$ cat config.mk
export PLATFORM = sky130hd
export DESIGN_NAME = fwc_flash_write_ctrl
export DESIGN_NICKNAME = d
export VERILOG_FILES = /design/src/fwc_pkg.sv /design/src/fwc_flash_write_ctrl.sv
export VERILOG_INCLUDE_DIRS = /design/src
export SDC_FILE = /design/constraint.sdc
export NUM_CORES = 1
export LEC_CHECK = 0
export ABC_AREA = 1
export BUFFER_PORTS_ARGS = -buffer_cell sky130_fd_sc_hd__clkbuf_2
export CAP_MARGIN = 20
export CORE_MARGIN = 2
export CORE_UTILIZATION = 35
export DETAILED_ROUTE_END_ITERATION = 7
export GPL_TIMING_DRIVEN = 0
export PLACE_DENSITY_LB_ADDON = 0.25
export SYNTH_ARGS = -nofsm -noshare
export SYNTH_HDL_FRONTEND = slang
export SYNTH_SLANG_ARGS = --single-unit
$ cat constraint.sdc
create_clock -name i_clk -period 5.4 [get_ports i_clk]
set_clock_uncertainty 0.1 [all_clocks]
set_input_delay 0.27 -clock i_clk [delete_from_list [all_inputs] [get_ports i_clk]]
set_output_delay 0.27 -clock i_clk [all_outputs]
set_load 0.005 [all_outputs]
$ cat src/fwc_cfg.svh
// Offsets, field positions, reset values and timing counts of the flash write control.
// Assumes a 25 MHz system clock and a 32-bit APB bus.
// How it works
// - Word program writes one 32-bit word from address and data registers, ones to zeros
// - Word program select clears itself when the word program ends
// - Suspend halts program or erase, bank back to read, busy flags cleared
// - During erase suspend, erase resume or unsuspendable program are accepted
// - Operations launch only on write start, using the select bit set then
// - Write start clears itself at operation end and on suspend
// - Write start with the error flag high is rejected
// - Writing zero to write start does nothing; only hardware clears it
// - Secondary module: sector bits 2:0 pick bank-2 sectors and show status
// - Primary module: sector bits 9:0 pick bank-0 sectors and show status
// - Bank-2 sector bits clear at end of an error-free operation
// - Bank-0 sector bits clear at end of an error-free operation
// - Module select: clear means secondary, set means primary; clears at end, back to the parked erase's choice after a nested program
// - Sector bit means erase error if error set, else suspended if suspend set
// - Sector erase wipes chosen sectors of one bank; select clears at end
`ifndef FWC_CFG_SVH
`define FWC_CFG_SVH
`define FWC_CTRL_ADDR 32'h000E_0000
`define FWC_SECT_ADDR 32'h000E_0004
`define FWC_DATA_ADDR 32'h000E_0008
`define FWC_PADR_ADDR 32'h000E_0010
`define FWC_ERR_ADDR 32'h000E_0014
`define FWC_B_START 15
`define FWC_B_SUSPEND_REQUEST 14
`define FWC_B_WPG 13
`define FWC_B_DOUBLE_WORD_PROGRAM_SELECT 12
`define FWC_B_SER 11
`define FWC_B_MODULE_SELECT 0
`define FWC_B_ERR 0
`define FWC_B_SEQ 1
`define FWC_DATA_RST 32'hFFFF_FFFF
`define FWC_CLK_NS 40
`define FWC_PROG_NS 20000
`define FWC_ERASE_NS 1500000
`define FWC_PROG_CYC ((`FWC_PROG_NS + `FWC_CLK_NS - 1) / `FWC_CLK_NS)
`define FWC_ERASE_CYC ((`FWC_ERASE_NS + `FWC_CLK_NS - 1) / `FWC_CLK_NS)
`endif

$ cat src/fwc_pkg.sv
// Types of the flash write control: states, operations and carriers.
// Assumes nothing beyond the configuration header.
package fwc_pkg;
    typedef enum logic [2:0] {
        FWC_IDLE = 3'h0,
        FWC_RUN  = 3'h1,
        FWC_SUSPEND_REQUEST = 3'h3,
        FWC_NEST = 3'h2
    } fwc_state_t;
    typedef enum logic [1:0] {
        FWC_OP_NONE  = 2'h0,
        FWC_OP_WORD  = 2'h1,
        FWC_OP_DWORD = 2'h2,
        FWC_OP_ERASE = 2'h3
    } fwc_op_t;
    typedef struct packed {
        logic        psel;
        logic        penable;
        logic        pwrite;
        logic [31:0] paddr;
        logic [31:0] pwdata;
    } fwc_apb_req_t;
    typedef struct packed {
        logic        pready;
        logic        pslverr;
        logic [31:0] prdata;
    } fwc_apb_rsp_t;
    typedef struct packed {
        logic        strobe;
        fwc_op_t     kind;
        logic        primary;
        logic [23:0] addr;
        logic [31:0] data;
        logic [9:0]  sectors;
        logic [1:0]  bank_busy;
    } fwc_op_cmd_t;
    typedef struct packed {
        fwc_state_t   state;
        fwc_op_t      kind;
        logic         write_start;
        logic         suspend_request;
        logic         word_program_select;
        logic         double_word_program_select;
        logic         sector_erase_select;
        logic         module_select;
        logic         suspend_request_module;
        logic         err;
        logic         seq_err;
        logic [9:0]   sectors;
        logic [23:0]  addr;
        logic [31:0]  data;
        logic [15:0]  cnt;
        logic [15:0]  nest_cnt;
        fwc_apb_rsp_t rsp;
        fwc_op_cmd_t  op;
    } fwc_state_reg_t;
endpackage

$ cat src/fwc_flash_write_ctrl.sv
// Flash write control: program/erase launch, suspend and resume, sector status, APB slave.
// Assumes the flash array takes o_op.strobe and reports failure on i_op_fail at the end.
`timescale 1ns/1ns
`include "fwc_cfg.svh"
module fwc_flash_write_ctrl
    import fwc_pkg::*;
#(
    parameter int unsigned ERASE_CYCLES = `FWC_ERASE_CYC
) (
    input  logic         i_clk,
    input  logic         i_rst_n,
    input  fwc_apb_req_t i_apb,
    input  logic         i_op_fail,
    output fwc_apb_rsp_t o_apb,
    output fwc_op_cmd_t  o_op
);
    localparam logic [15:0] PROG_CYC  = 16'(`FWC_PROG_CYC);
    localparam logic [15:0] ERASE_CYC = 16'(ERASE_CYCLES);

    fwc_state_reg_t s;
    fwc_state_reg_t next_s;

    always_comb begin
        logic        setup;
        logic        acc_wr;
        logic        hit;
        logic [31:0] rd;
        logic [31:0] wd;
        fwc_op_t     req;
        logic        req_mod;
        next_s = s;
        setup = i_apb.psel & ~i_apb.penable;
        acc_wr = i_apb.psel & i_apb.penable & s.rsp.pready & i_apb.pwrite;
        wd = i_apb.pwdata;
        hit = 1'b1;
        rd = 32'h0000_0000;
        req = FWC_OP_NONE;
        req_mod = wd[`FWC_B_MODULE_SELECT];
        next_s.op.strobe = 1'b0;

        // Read data captured at setup, answered one cycle later
        case (i_apb.paddr)
            `FWC_CTRL_ADDR: begin
                rd[`FWC_B_START] = s.write_start;
                rd[`FWC_B_SUSPEND_REQUEST] = s.suspend_request;
                rd[`FWC_B_WPG] = s.word_program_select;
                rd[`FWC_B_DOUBLE_WORD_PROGRAM_SELECT] = s.double_word_program_select;
                rd[`FWC_B_SER] = s.sector_erase_select;
                rd[`FWC_B_MODULE_SELECT] = s.module_select;
            end
            `FWC_SECT_ADDR: begin
                if (s.module_select) begin
                    rd[9:0] = s.sectors;
                end else begin
                    rd[2:0] = s.sectors[2:0];
                end
            end
            `FWC_DATA_ADDR: begin
                rd = s.data;
            end
            `FWC_PADR_ADDR: begin
                rd[23:0] = s.addr;
            end
            `FWC_ERR_ADDR: begin
                rd[`FWC_B_ERR] = s.err;
                rd[`FWC_B_SEQ] = s.seq_err;
                rd[3:2] = s.op.bank_busy;
            end
            default: begin
                hit = 1'b0;
            end
        endcase
        if (setup) begin
            next_s.rsp.pready = 1'b1;
            next_s.rsp.pslverr = ~hit;
            next_s.rsp.prdata = rd;
        end else begin
            next_s.rsp.pready = 1'b0;
            next_s.rsp.pslverr = 1'b0;
        end

        // Flag clears first so a hardware set in the same cycle wins
        if (acc_wr && i_apb.paddr == `FWC_ERR_ADDR) begin
            if (wd[`FWC_B_ERR]) begin
                next_s.err = 1'b0;
            end
            if (wd[`FWC_B_SEQ]) begin
                next_s.seq_err = 1'b0;
            end
        end

        // Operation timing
        case (s.state)
            FWC_RUN: begin
                if (s.cnt == 16'h0000) begin
                    next_s.state = FWC_IDLE;
                    next_s.kind = FWC_OP_NONE;
                    next_s.write_start = 1'b0;
                    next_s.word_program_select = 1'b0;
                    next_s.double_word_program_select = 1'b0;
                    next_s.sector_erase_select = 1'b0;
                    next_s.module_select = 1'b0;
                    next_s.op.bank_busy = 2'h0;
                    if (i_op_fail) begin
                        next_s.err = 1'b1;
                    end else begin
                        next_s.sectors = 10'h000;
                    end
                end else begin
                    next_s.cnt = s.cnt - 16'h0001;
                end
            end
            FWC_NEST: begin
                // Program inside erase suspend; the erase stays parked
                if (s.nest_cnt == 16'h0000) begin
                    next_s.state = FWC_SUSPEND_REQUEST;
                    next_s.write_start = 1'b0;
                    next_s.word_program_select = 1'b0;
                    next_s.double_word_program_select = 1'b0;
                    next_s.module_select = s.suspend_request_module;
                    // Parked erase reads as suspended again
                    next_s.suspend_request = 1'b1;
                    next_s.op.bank_busy = 2'h0;
                    if (i_op_fail) begin
                        next_s.err = 1'b1;
                    end
                end else begin
                    next_s.nest_cnt = s.nest_cnt - 16'h0001;
                end
            end
            default: begin
            end
        endcase

        // Control register writes
        if (acc_wr && i_apb.paddr == `FWC_CTRL_ADDR) begin
            if (s.state == FWC_RUN) begin
                if (wd[`FWC_B_SUSPEND_REQUEST] && s.cnt != 16'h0000) begin
                    next_s.state = FWC_SUSPEND_REQUEST;
                    next_s.suspend_request = 1'b1;
                    next_s.write_start = 1'b0;
                    next_s.op.bank_busy = 2'h0;
                    next_s.cnt = s.cnt - 16'h0001;
                end
            end else if (s.state == FWC_IDLE || s.state == FWC_SUSPEND_REQUEST) begin
                next_s.suspend_request = wd[`FWC_B_SUSPEND_REQUEST];
                next_s.word_program_select = wd[`FWC_B_WPG];
                next_s.double_word_program_select = wd[`FWC_B_DOUBLE_WORD_PROGRAM_SELECT];
                next_s.sector_erase_select = wd[`FWC_B_SER];
                next_s.module_select = req_mod;
                // Exactly one select bit names the operation
                case ({wd[`FWC_B_WPG], wd[`FWC_B_DOUBLE_WORD_PROGRAM_SELECT], wd[`FWC_B_SER]})
                    3'h4: req = FWC_OP_WORD;
                    3'h2: req = FWC_OP_DWORD;
                    3'h1: req = FWC_OP_ERASE;
                    default: req = FWC_OP_NONE;
                endcase
                // Zero in the start bit is ignored
                if (wd[`FWC_B_START]) begin
                    if (s.err || req == FWC_OP_NONE) begin
                        next_s.seq_err = 1'b1;
                    end else if (s.state == FWC_IDLE) begin
                        // Rejected rather than trusting software
                        if (wd[`FWC_B_SUSPEND_REQUEST] ||
                            (req == FWC_OP_ERASE && s.sectors == 10'h000)) begin
                            next_s.seq_err = 1'b1;
                        end else begin
                            next_s.state = FWC_RUN;
                            next_s.kind = req;
                            next_s.write_start = 1'b1;
                            next_s.suspend_request_module = req_mod;
                            next_s.cnt = (req == FWC_OP_ERASE) ? ERASE_CYC : PROG_CYC;
                            next_s.op.strobe = 1'b1;
                            next_s.op.kind = req;
                            next_s.op.primary = req_mod;
                            next_s.op.addr = s.addr;
                            next_s.op.data = s.data;
                            next_s.op.sectors = (req == FWC_OP_ERASE) ?
                                s.sectors : 10'h000;
                            next_s.op.bank_busy = req_mod ? 2'h2 : 2'h1;
                        end
                    end else if (req == s.kind) begin
                        next_s.state = FWC_RUN;
                        next_s.write_start = 1'b1;
                        next_s.suspend_request = 1'b0;
                        next_s.module_select = s.suspend_request_module;
                        next_s.op.strobe = 1'b1;
                        next_s.op.kind = req;
                        next_s.op.primary = s.suspend_request_module;
                        // A nested program overwrote the sector copy
                        next_s.op.sectors = (req == FWC_OP_ERASE) ? s.sectors : 10'h000;
                        next_s.op.bank_busy = s.suspend_request_module ? 2'h2 : 2'h1;
                    end else if (s.kind == FWC_OP_ERASE && req != FWC_OP_ERASE) begin
                        next_s.state = FWC_NEST;
                        next_s.write_start = 1'b1;
                        next_s.nest_cnt = PROG_CYC;
                        next_s.op.strobe = 1'b1;
                        next_s.op.kind = req;
                        next_s.op.primary = req_mod;
                        next_s.op.addr = s.addr;
                        next_s.op.data = s.data;
                        next_s.op.sectors = 10'h000;
                        next_s.op.bank_busy = req_mod ? 2'h2 : 2'h1;
                    end else begin
                        next_s.seq_err = 1'b1;
                    end
                end
            end
        end

        // Sector choice held still while anything is in flight
        if (acc_wr && i_apb.paddr == `FWC_SECT_ADDR && s.state == FWC_IDLE) begin
            if (s.module_select) begin
                next_s.sectors = wd[9:0];
            end else begin
                next_s.sectors = {7'h00, wd[2:0]};
            end
        end
        if (acc_wr && (s.state == FWC_IDLE || s.state == FWC_SUSPEND_REQUEST)) begin
            if (i_apb.paddr == `FWC_DATA_ADDR) begin
                next_s.data = wd;
            end
            if (i_apb.paddr == `FWC_PADR_ADDR) begin
                next_s.addr = wd[23:0];
            end
        end
    end

    always_ff @(posedge i_clk or negedge i_rst_n) begin
        if (!i_rst_n) begin
            s <= '0;
            s.state <= FWC_IDLE;
            s.kind <= FWC_OP_NONE;
            s.data <= `FWC_DATA_RST;
        end else begin
            s <= next_s;
        end
    end

    assign o_apb = s.rsp;
    assign o_op = s.op;
endmodule // fwc_flash_write_ctrl

Yosys cells after proc, flatten, opt, wreduce, memory -nomap -nowiden
Cells that the tools add are included.
{"block": "word_totals", "ff_bits": 218, "latchBits": 0, "ram_bits": 0, "rom_bits": 0, "in_bits": 70, "output_inout_bits": 106, "elab_cells": 193, "mem_count": 0}
{"block": "classes", "add_sub_neg": 2, "n_mul": 0, "div": 0, "magnitude_cmp": 0, "n_eq_ne": 18, "shifts": 0, "muxes": 110, "n_bitwise": 9, "reduce_logical": 28}
{"op": "two-way mux 72 bit", "n": 7}
{"op": "two-way mux 16 bit", "n": 13}
{"op": "equality test 32 x 20 -> 1 bit (second input constant)", "n": 5}
{"op": "two-way mux 32 bit", "n": 4}
{"op": "two-way mux 70 bit", "n": 1}
{"op": "two-way mux 10 bit", "n": 6}
{"op": "two-way mux 56 bit", "n": 1}
{"op": "two-way mux 12 bit", "n": 3}
{"op": "two-way mux 2 bit", "n": 18}
{"op": "zero test 16 bit", "n": 2}
{"op": "subtractor 16 x 1 -> 16 bit (second input constant)", "n": 2}
{"op": "two-way mux 1 bit", "n": 27}
{"op": "two-way mux 7 bit", "n": 3}
{"op": "two-way mux 3 bit", "n": 6}
{"op": "one-hot mux 6 bit (3 select lines)", "n": 1}
{"op": "two-way mux 4 bit", "n": 4}
{"op": "one-hot mux 8 bit (2 select lines)", "n": 1}
{"op": "nonzero test 16 bit", "n": 1}
{"op": "one-hot mux 5 bit (3 select lines)", "n": 1}
{"op": "AND reduction 7 bit", "n": 2}
{"op": "two-way mux 6 bit", "n": 2}
{"op": "one-hot mux 3 bit (4 select lines)", "n": 1}
{"op": "zero test 10 bit", "n": 1}
{"op": "equality test 3 x 2 -> 1 bit (second input constant)", "n": 3}
{"op": "25 further kinds", "n": 52}

Depth between registers and ports, before layout
Gate-level depths: netlist (run 1).
{"block": "logic_depth", "depth_word": 15, "ltp_mapped": 13, "depth_no_buf": 13}

Worst setup path before layout (run 1)
OpenSTA, ideal clock, no wires.
{"block": "synth_timing", "path_kind": "register to register", "start": "register s[122] in the netlist's numbering", "end": "register s[207] in the netlist's numbering", "arrival_time_ns": 1.653, "slack_ns": 3.534, "path_stages_with_launch": 13, "path_buffers": 1, "synth_period_minus_slack_ns": 1.866, "path_cell_list": "dfrtp_1 > inv_1 > ha_1 > nand2_1 > nor2_1 > nand3_1 > nand2_2 > buf_4 > nand3_2 > nand2_1 > o211ai_1 > nand2_1 > inv_1"}
{"element": "start: declaration", "line": "fwc_flash_write_ctrl.sv:20", "rtl": "fwc_state_reg_t s;"}
{"element": "start signal: assignment", "line": "fwc_flash_write_ctrl.sv:236", "rtl": "s <= next_s;"}

==> run summary, run 1 <==
final weighted congestion of routability-driven global placement = 0.894
number of levels the H-tree was split into = 1
IO Port Bufs = 175
Core Area = 32700 um2
startpoint type of the worst setup path = register
cell chosen for the clock root = clkbuf_16
first-pass GRT wire length = 55.7 mm
required time at the endpoint of the critical path = 5730 ps
highest attainable clock frequency = 0.433 GHz
initial antenna violation count = 1
IR drop worst, VDD = 0.221 mV
Final TNS setup = 0 ps
Vias = 10.4k
Crit path arrival time = 2640 ps
simple-gate area share of the yosys netlist = 0.293
antenna-violating nets left = 0
sequential cell area fraction in the yosys report = 0.470
Worst Tran Pin Value = 876 ps
maximum number of pins on one net before global-route repair = 98
worst-case setup slack after placement = 3060 ps
Tot GR Track Use = 0.199
overall die width = 187 um
flip-flop cell with the highest count after synthesis = dfrtp_1
Antenna Diode Count = 0
ratio of routed vias to standard cells = 4.81
PnR worst setup slack = 3090 ps
number of enable flip-flop cells after synthesis = 0
type of destination of the critical path = register
startpoint of the worst register-to-register path = s[122]
HPWL after DPL = 26.2 mm
filler cell count = 3396
relative slew slack = 0.414
layout cell share with drive strength beyond 1 = 0.263
crit path max fanout = 10
average wire per cell in the routed design = 16.0 um
final-report hold violation count = 0
total grt overflow = 0
# clock sinks = 218
post-synthesis xor/xnor area fraction = 0.00900
die area = 34900 um2
Die Y-Extent = 187 um
PD cells = 241 nW/um2
Placement Rows = 66
post-layout instance area = 14200 um2
number of ports placed on the die boundary = 176
critical path startpoint = s[122]
adder-cell area share of the yosys netlist = 0.00321
total placed instance area = 13200 um2
clock-pin transition on the worst setup and hold timing paths = 60 ps
distinct cell type count of the synthesized netlist = 42
highest cell delay on the worst timing path = 400 ps
dominant cell type by count on the critical path = nand2_1
DRT Wirelength = 34.6 mm
area growth from synthesis to final layout = 21.5%
RSZ-0062 raised after global routing = no
Final Critical Period = 2310 ps
result of the run = finished clean
Seq cells post-synth = 218
Finish-stage setup viols = 0
multiplexer share of the synthesized area = 0
DRC violation count after routing = 0
initial DRC count = 671
first-pass detailed-route iteration total = 5
Max-Cap Viols = 0
Final period util = 0.427
post-synthesis instance area = 11700 um2
Worst Hold Margin = 34.8 ps
combinational family with the most area after synthesis = simple AND/OR/NAND/NOR gates
Slowest-stage cell, CP = dfrtp_1
number of buffers created by CTS = 25
Crit Path Category = register to register
Synth Net Count = 1547
Synth Instances = 1474
worst hold-check path type = input port to register
Longest Clk Path Bufs = 3
final net count = 1778
syn avg cell area = 7.93 um2
via count of the first global-routing pass = 10.3k
clock tree from TritonCTS = yes
clock network latency to the later pin of the worst-skew pair = 540 ps
Hold Crit Start = i_apb[13]
area fraction in compound gates after synthesis = 0.0925
final count of pins violating max slew = 0
total leakage power = 0.00701 uW
total power draw = 3410 uW
CP cell instances = inv_1 -> ha_1 -> nand2_1 -> nor2_1 -> nand3_1 -> nand2_2 -> buf_4 -> nand3_2 -> nand2_1 -> o211ai_1 -> nand2_1 -> inv_1
initial standard-cell utilization of the core = 0.357
total of warnings raised by yosys = 0
proportion of register bits with asynchronous set or reset after synthesis = 1.00
sequential cells by signal, summed over array words and instances (netlist names):
name	flops
o_apb	34
o_op	72
s	112
metrics by stage:
stage          instances   util
6_report            2163  0.434
5_1_grt             2163  0.434
4_1_cts             2163  0.434
3_5_place_dp        2093  0.403
3_3_place_gp        2091  0.401
2_1_floorplan       1474      -
layer usage:
layer / GRT usage / wire [um] / vias up
met1: 0.262 / 15300 / 4919
met2: 0.339 / 16700 / 290
met5: 0 / 13 / -
met4: 0.0522 / 793 / 2
li1: - / - / 5137
met3: 0.0310 / 1780 / 50
critical path, delay by kind of cell (launching register included):
kind,cells,cell delay [ps]
adders and majority gates,1,240
AOI/OAI and AO/OA,1,100
and+or+nand+nor,7,1000
buffers and inverters,3,370
DFF,1,400
final timing paths:
path,endpoint,slack (ps),cells after the start
min in group asynchronous,o_apb[19],110,2
max reg2reg,s[207],3090,12
min reg2reg,s[164],370,2
max in group asynchronous,s[123],4280,3
max,s[207],3090,12
min,s[213],30,4
layout make-up:
class	instances	area, um2	area share
Clock inverter	5	42.5	0.00300
Sequential cell	218	5500	0.387
Buffer	161	1130	0.0799
Clock buffer	38	704	0.0496
Multi-Input combinational cell	987	4650	0.328
Inverter	108	405	0.0286
Timing Repair Buffer	204	1210	0.0853
Tap cell	442	553	0.0390
placed cells by master (no fill, tap or decap), types with 4 or more instances in the layout:
master and count:
nand2_1 412, dfrtp_1 186, clkbuf_2 175, nand3_1 172
nor2_1 123, buf_4 114, inv_1 96, o21ai_0 94
o21ai_1 33, dfstp_2 32, clkbuf_1 29, dlygate4sd3_1 27
o21ai_2 26, clkbuf_16 25, nor3_1 17, buf_2 16
a21oi_1 16, nand4_1 14, a31oi_1 11, xor2_1 10
buf_6 10, nor2_2 9, inv_2 9, nand3b_1 6
nand3_2 6, nor2_4 5, nand2_2 5, o211ai_1 5
clkbuf_8 4
cells in the mapped netlist (3+ instances only):
library cell	n	area share
nor3_1	17	0.0073
o211ai_1	5	0.0032
nor2_1	123	0.040
clkinv_1	3	0.00096
nand4_1	14	0.0075
o21ai_1	33	0.014
inv_1	96	0.031
nor2_2	9	0.0048
nand3_1	172	0.074
buf_2	16	0.0069
clkbuf_1	19	0.0061
o21ai_0	94	0.040
nand2_2	5	0.0027
a21oi_1	16	0.0069
xor2_1	10	0.0075
a31oi_1	11	0.0059
ha_1	3	0.0032
nand3_2	6	0.0051
nand3b_1	6	0.0039
dfstp_2	32	0.072
buf_6	10	0.0096
inv_2	9	0.0029
o21ai_2	26	0.019
buf_4	114	0.073
nand2_1	412	0.13
nor2_4	5	0.0048
dfrtp_1	186	0.40
cell families (layout without fill, tap and decap cells):
logic type | count (synthesis) | after routing
adder cells (fa/ha/maj) | 3 | 3
flip-flops | 218 | 218
buffers and inverters | 269 | 516
XOR/XNOR | 12 | 12
AO/OA/AOI/OAI | 189 | 189
AND/OR/NAND/NOR | 783 | 783
power breakdown:
| part | switching, uW | total, uW | internal [uW] | leakage, uW |
|---|---|---|---|---|
| logic | 107 | 175 | 67.7 | 0.00384 |
| registers | 6.48 | 1650 | 1640 | 0.00280 |
| clock network | 690 | 1590 | 899 | 0.000363 |
| total | 803 | 3410 | 2610 | 0.00701 |
repair_timing:
item,in CTS,in global routing
resized for setup,0,0
hold endpoints to repair,242,0
buffers inserted,0,0
hold buffers,27,0
Power figures use the tool's default switching activity.
==> inputs of run 2 (changes only) <==
==> constraint.sdc (replaced) <==
create_clock -name i_clk -period 2.01 [get_ports i_clk]
set_clock_uncertainty 0.1 [all_clocks]
set_input_delay 0.1005 -clock i_clk [delete_from_list [all_inputs] [get_ports i_clk]]
set_output_delay 0.1005 -clock i_clk [all_outputs]
set_load 0.005 [all_outputs]
==> run 2 against run 1 <==
Effect of this change: the flow now finishes with violations (negative setup slack); sequential cell count stayed put; non-clock buffer count is 50 higher; wire length is 5.1% higher; highest routed layer is now met4; clock power grew to 2.7 times the previous value; critical endpoint is now o_op[50]; worst hold slack better by 1.6 ps; combinational power grew to 2.9 times the previous value.
==> run summary, run 2 (synthesis gave the netlist of run 1 again) <==
total power draw = 9220 uW (+170%)
average wire per cell in the routed design = 16.4 um (+2.7%)
final net count = 1829 (+2.9%)
Antenna Diode Count = 0 (unchanged)
area growth from synthesis to final layout = 30.2%
Finish-stage setup viols = 54 (+54)
flip-flop count of the largest register after layout = 112 (unchanged)
via count of the first global-routing pass = 10.6k (+2.4%)
Crit Path Category = register to register
cell chosen for the clock root = clkbuf_16
total grt overflow = 0 (unchanged)
Tot GR Track Use = 0.202 (+0.00368)
FF+latch area = 5500 um2 (about the same)
crit path max fanout = 9 (-1)
clock tree from TritonCTS = yes
Final Critical Period = 2080 ps (-226 ps)
Vias = 10.7k (+3.2%)
CP cell instances = nor3_4 -> buf_6 -> nor2_1 -> inv_2 -> nand3_4 -> buf_12 -> clkbuf_16 -> nand2_2 -> o21ai_1
number of ports placed on the die boundary = 176 (unchanged)
Final TNS setup = -2490 ps (-2490 ps)
number of levels the H-tree was split into = 1 (unchanged)
ratio of routed vias to standard cells = 4.85 (+0.79%)
Die Y-Extent = 187 um (unchanged)
area occupied by multi-input gates = 5030 um2 (+8.2%)
violations in the final reports = negative setup slack
most frequent standard cell in the layout excluding fill and tap cells = nand2_1
sequential share of power = 0.481 (-0.002)
antenna-violating nets left = 0 (unchanged)
relative slew slack = 0.450 (+0.0362)
Crit path arrival time = 2400 ps (-240 ps)
Longest Clk Path Bufs = 3 (unchanged)
final weighted congestion of routability-driven global placement = 0.894 (unchanged)
PnR worst setup slack = -71.2 ps (-3160 ps)
internal power = 7040 uW (+170%)
required time at the endpoint of the critical path = 2330 ps (-3400 ps)
layout cell share with drive strength beyond 1 = 0.327 (+0.0647)
HPWL after DPL = 26.2 mm (unchanged)
IR drop worst, VDD = 0.596 mV (+170%)
clock-pin transition on the worst setup and hold timing paths = 60 ps (about the same)
proportion of total power due to net switching = 0.236 (+0.00123)
filler cell count = 3318 (-2.3%)
maximum number of pins on one net before global-route repair = 98 (unchanged)
result of the run = finished, violations left
Slowest-stage cell, CP = dfrtp_2
highest attainable clock frequency = 0.481 GHz (+11%)
initial DRC count = 654 (-2.5%)
RSZ-0062 raised after global routing = yes
DRT Wirelength = 36.4 mm (+5.1%)
Worst Tran Pin Value = 822 ps (-54.1 ps)
worst hold-check path type = input port to register
first-pass detailed-route iteration total = 5 (unchanged)
type of destination of the critical path = register
Placement Rows = 66 (unchanged)
DRC violation count after routing = 0 (unchanged)
part of the total power dissipated in the clock network = 0.464 (about the same)
initial antenna violation count = 0 (-1)
die area = 34900 um2 (unchanged)
Core Area = 32700 um2 (unchanged)
Final period util = 1.04 (+0.608)
startpoint type of the worst setup path = register
overall die width = 187 um (unchanged)
critical path's top delay family = buffers and inverters
Worst Hold Margin = 36.4 ps (+1.55 ps)
commonest non-fill, non-tap cells in the layout = nand2_1 (365), dfrtp_1 (184), clkbuf_2 (178)
Bufs and invs on worst path = 4 (+1)
Max-Cap Viols = 0 (unchanged)
part of the total power dissipated in combinational logic = 0.055 (+0.004)
highest cell delay on the worst timing path = 460 ps (+60 ps)
IO Port Bufs = 175 (unchanged)
final-report hold violation count = 0 (unchanged)
final count of pins violating max slew = 0 (unchanged)
initial standard-cell utilization of the core = 0.357 (unchanged)
PD cells = 606 nW/um2 (+150%)
total leakage power = 0.00743 uW (+6.1%)
register name with the most flops = s
net switching component of the power = 2180 uW (+170%)
first-pass GRT wire length = 56.8 mm (+2.0%)
clock network latency to the later pin of the worst-skew pair = 540 ps (about the same)
total placed instance area = 13200 um2 (unchanged)
number of buffers created by CTS = 25 (unchanged)
post-layout instance area = 15200 um2 (+7.2%)
final core area utilization = 0.465 (+0.0313)
# clock sinks = 218 (unchanged)
==> run 2: changes by cell type in the layout (fill, tap and decap cells not counted), moves of 9 or more <==
cell and delta:
nand2_1 -47, nand2_2 +35, buf_4 +27, nor2_1 -14, nand2_4 +13, dlygate4sd3_1 +11, nor2_4 +11, o21ai_0 -11
o21ai_2 +9
==> run 2: layout make-up <==
class | count | area share
Clock buffer | 38 | 0.0463
Inverter | 108 | 0.0271
Tap cell | 442 | 0.0363
Sequential cell | 218 | 0.361
Clock inverter | 5 | 0.00280
Buffer | 161 | 0.0788
Timing Repair Buffer | 254 | 0.117
Multi-Input combinational cell | 988 | 0.331
==> run 2: per-stage QoR <==
stage | setup slack, ps | std cells
after floorplan | 144 | 1474
after global placement | -3720 | 2091
after detailed placement | -255 | 2093
after CTS | 2.90 | 2188
after global routing | -151 | 2214
final | -71.2 | 2214
==> run 2: worst paths after layout <==
| path | from | endpoint | slack, ps | depth (start not counted) |
|---|---|---|---|---|
| max | s[217] | o_op[50] | -70 | 9 |
| max in group asynchronous | i_rst_n | s[215] | 1160 | 3 |
| min reg2reg | s[164] | s[164] | 370 | 2 |
| min in group asynchronous | i_rst_n | o_apb[19] | 70 | 3 |
| min | i_apb[65] | o_apb[0] | 40 | 5 |
| max reg2reg | s[217] | o_op[50] | -70 | 9 |
==> run 2: repair_timing <==
action,4_1_cts,5_1_grt
hold buffers,39,0
hold endpoints to repair,291,0
setup buffers,13,18
gates cloned,0,8
resized for setup,18,135
setup endpoints to repair,121,156
pin swaps,4,14
==> run 2: layer usage <==
metal	GRT usage	up-vias	share of wire
met5	0	-	0
met4	0.0556	0	0.027
met3	0.0305	61	0.055
met2	0.349	332	0.49
met1	0.264	5076	0.43
li1	-	5258	-
==> run 2: tightest hold or removal path, cell delays in order <==
cell and delay, ps:
clkbuf_2 90, nor2_1 180, nand2_1 120, nor3_1 60, nor2_1 80
==> run 2: power by group through the flow <==
stage | combinational, uW | sequential [uW] | clock, uW
floorplan | 159 | 4510 | 0
global placement | 413 | 4510 | 0
detailed placement | 435 | 4510 | 0
CTS | 503 | 4430 | 4350
global route | 559 | 4440 | 4540
finish | 503 | 4440 | 4280
==> inputs of run 3 (changes only) <==
--- a/config.mk
+++ b/config.mk
@@ -17,3 +17,4 @@
 export SYNTH_ARGS = -nofsm -noshare
 export SYNTH_HDL_FRONTEND = slang
 export SYNTH_SLANG_ARGS = --single-unit
+export TNS_END_PERCENT = 10
==> constraint.sdc (replaced) <==
create_clock -name i_clk -period 1.8 [get_ports i_clk]
set_clock_uncertainty 0.1 [all_clocks]
set_input_delay 0.09 -clock i_clk [delete_from_list [all_inputs] [get_ports i_clk]]
set_output_delay 0.09 -clock i_clk [all_outputs]
set_load 0.005 [all_outputs]
==> run 3 against run 2 <==
Effect of this change: the run still ends with negative setup slack left; critical path depth increased by 1; sequential cell count unchanged; sequential share of layout area decreased by 0.83 points; maximum frequency increased by 1.9%; largest cell class unchanged; highest routed layer unchanged.
==> run summary, run 3 (synthesis gave the netlist of run 1 again) <==
PnR worst setup slack = -243 ps (-172 ps)
placed instance count = 2093 (unchanged)
dominant cell type by count on the critical path = buf_6
initial antenna violation count = 0 (unchanged)
Crit path arrival time = 2370 ps (-30 ps)
overall die width = 187 um (unchanged)
DRC violation count after routing = 0 (unchanged)
violations in the final reports = negative setup slack
IR drop worst, VDD = 0.595 mV (-0.25%)
Longest Clk Path Bufs = 3 (unchanged)
ratio of routed vias to standard cells = 4.84 (-0.14%)
final core area utilization = 0.476 (+0.0112)
Final Critical Period = 2040 ps (-37.9 ps)
first-pass GRT wire length = 57.0 mm (+0.44%)
DRT Wirelength = 36.8 mm (+1.1%)
crit path max fanout = 10 (+1)
IO Port Bufs = 175 (unchanged)
Crit Path Category = register to register
final-report hold violation count = 0 (unchanged)
critical path's top delay family = buffers and inverters
via count of the first global-routing pass = 10.5k (-0.48%)
die area = 34900 um2 (unchanged)
worst-case setup slack after placement = -428 ps (-173 ps)
worst hold-check path type = input port to asynchronous set/reset pin
cell chosen for the clock root = clkbuf_16
Final period util = 1.14 (+0.0997)
Post-Layout Cell Count = 2217 (+0.14%)
highest cell delay on the worst timing path = 450 ps (about the same)
number of levels the H-tree was split into = 1 (unchanged)
Placement Rows = 66 (unchanged)
Max-Cap Viols = 0 (unchanged)
number of buffers created by CTS = 25 (unchanged)
Tot GR Track Use = 0.203 (+0.00117)
commonest non-fill, non-tap cells in the layout = nand2_1 (354), dfrtp_1 (182), clkbuf_2 (176)
Finish-stage setup viols = 134 (+150%)
number of ports placed on the die boundary = 176 (unchanged)
clock-pin transition on the worst setup and hold timing paths = 70 ps (about the same)
antenna-violating nets left = 0 (unchanged)
Worst Tran Pin Value = 864 ps (+41.6 ps)
final net count = 1830 (+0.055%)
RSZ-0062 raised after global routing = yes
Core Area = 32700 um2 (unchanged)
register name with the most flops = s
layout cell share with drive strength beyond 1 = 0.352 (+0.0242)
Die Y-Extent = 187 um (unchanged)
required time at the endpoint of the critical path = 2120 ps (-210 ps)
Slowest-stage cell, CP = dfrtp_2
first-pass detailed-route iteration total = 5 (unchanged)
most frequent standard cell in the layout excluding fill and tap cells = nand2_1
startpoint type of the worst setup path = register
average wire per cell in the routed design = 16.6 um (+0.95%)
Vias = 10.7k (unchanged)
Antenna Diode Count = 0 (unchanged)
Final TNS setup = -15140 ps (-12650 ps)
result of the run = finished, violations left
CP cell instances = nor3_4 -> buf_6 -> nor2_1 -> inv_2 -> nand3_4 -> buf_6 -> clkbuf_16 -> buf_12 -> nand2_2 -> o21ai_2
initial standard-cell utilization of the core = 0.357 (unchanged)
# clock sinks = 218 (unchanged)
total grt overflow = 0 (unchanged)
area growth from synthesis to final layout = 33.4%
clock network latency to the later pin of the worst-skew pair = 550 ps (about the same)
relative slew slack = 0.422 (-0.0278)
flip-flop count of the largest register after layout = 112 (unchanged)
PD cells = 671 nW/um2 (+11%)
total leakage power = 0.00758 uW (+1.9%)
highest attainable clock frequency = 0.489 GHz (+1.9%)
initial DRC count = 770 (+18%)
Bufs and invs on worst path = 5 (+1)
clock tree from TritonCTS = yes
final weighted congestion of routability-driven global placement = 0.906 (+1.3%)
HPWL after DPL = 26.5 mm (+1.4%)
final count of pins violating max slew = 0 (unchanged)
maximum number of pins on one net before global-route repair = 90 (-8.2%)
type of destination of the critical path = register
-- run 3: cell types whose count changed in the layout (fill, tap and decap cells not counted), sizes merged --
cell	delta
dlygate4sd3	+2
buf	+10
nand2	-1
inv	-2
clkinv	+5
clkbuf	-11
-- run 3: cell type report --
class                   instances  area [um2]
inverters                     108         424
multi-input cells             987        5170
fillers                      3253       17100
repair buffers                258        1850
plain buffers                 159        1310
clock inverters                 8        55.1
well taps                     442         553
clock buffers                  37         721
flip-flops and latches        218        5500
-- run 3: final timing paths --
path	startpoint	endpoint	slack, ps	cells past startpoint
setup / recovery	s[216]	o_op[17]	-240	10
hold / removal	i_rst_n	s[121]	6	3
setup reg to reg	s[216]	o_op[17]	-240	10
hold reg to reg	s[162]	s[162]	380	2
max in group asynchronous	i_rst_n	o_op[13]	610	3
min in group i_clk	i_apb[65]	o_apb[0]	20	5
-- run 3: layer usage --
layer / track usage / vias to the layer above / routed length (um)
met5: 0 / - / 0
met4: 0.0623 / 0 / 1210
met3: 0.0323 / 66 / 1970
met2: 0.341 / 324 / 17500
met1: 0.270 / 5083 / 16100
li1: - / 5254 / -
-- run 3: metrics by stage --
stage	hold WS (ps)	cell area, um2	power [uW]
after global placement	213	13100	5500
final	6.41	15600	10400
after detailed placement	-36.3	13200	5520
after CTS	-27.7	15000	10500
after floorplan	-306	11700	5210
after global routing	24.2	15600	10800
-- run 3: repair_timing --
action	in CTS	in global routing
hold buffers	38	3
hold endpoints to repair	222	5
setup endpoints to repair	176	182
setup buffers	21	12
gates cloned	3	4
pin swaps	13	18
resized for setup	136	128
-- run 3: report_power, final --
part           internal (uW)  switching (uW)  total [uW]
clock network           2780            2140        4910
registers               4930            19.4        4950
logic                    236             347         583
total                   7950            2500       10400
-- run 3: tightest hold or removal path: cells and delay by family --
family	cells	cell delay (ps)
buf+inv	3	900
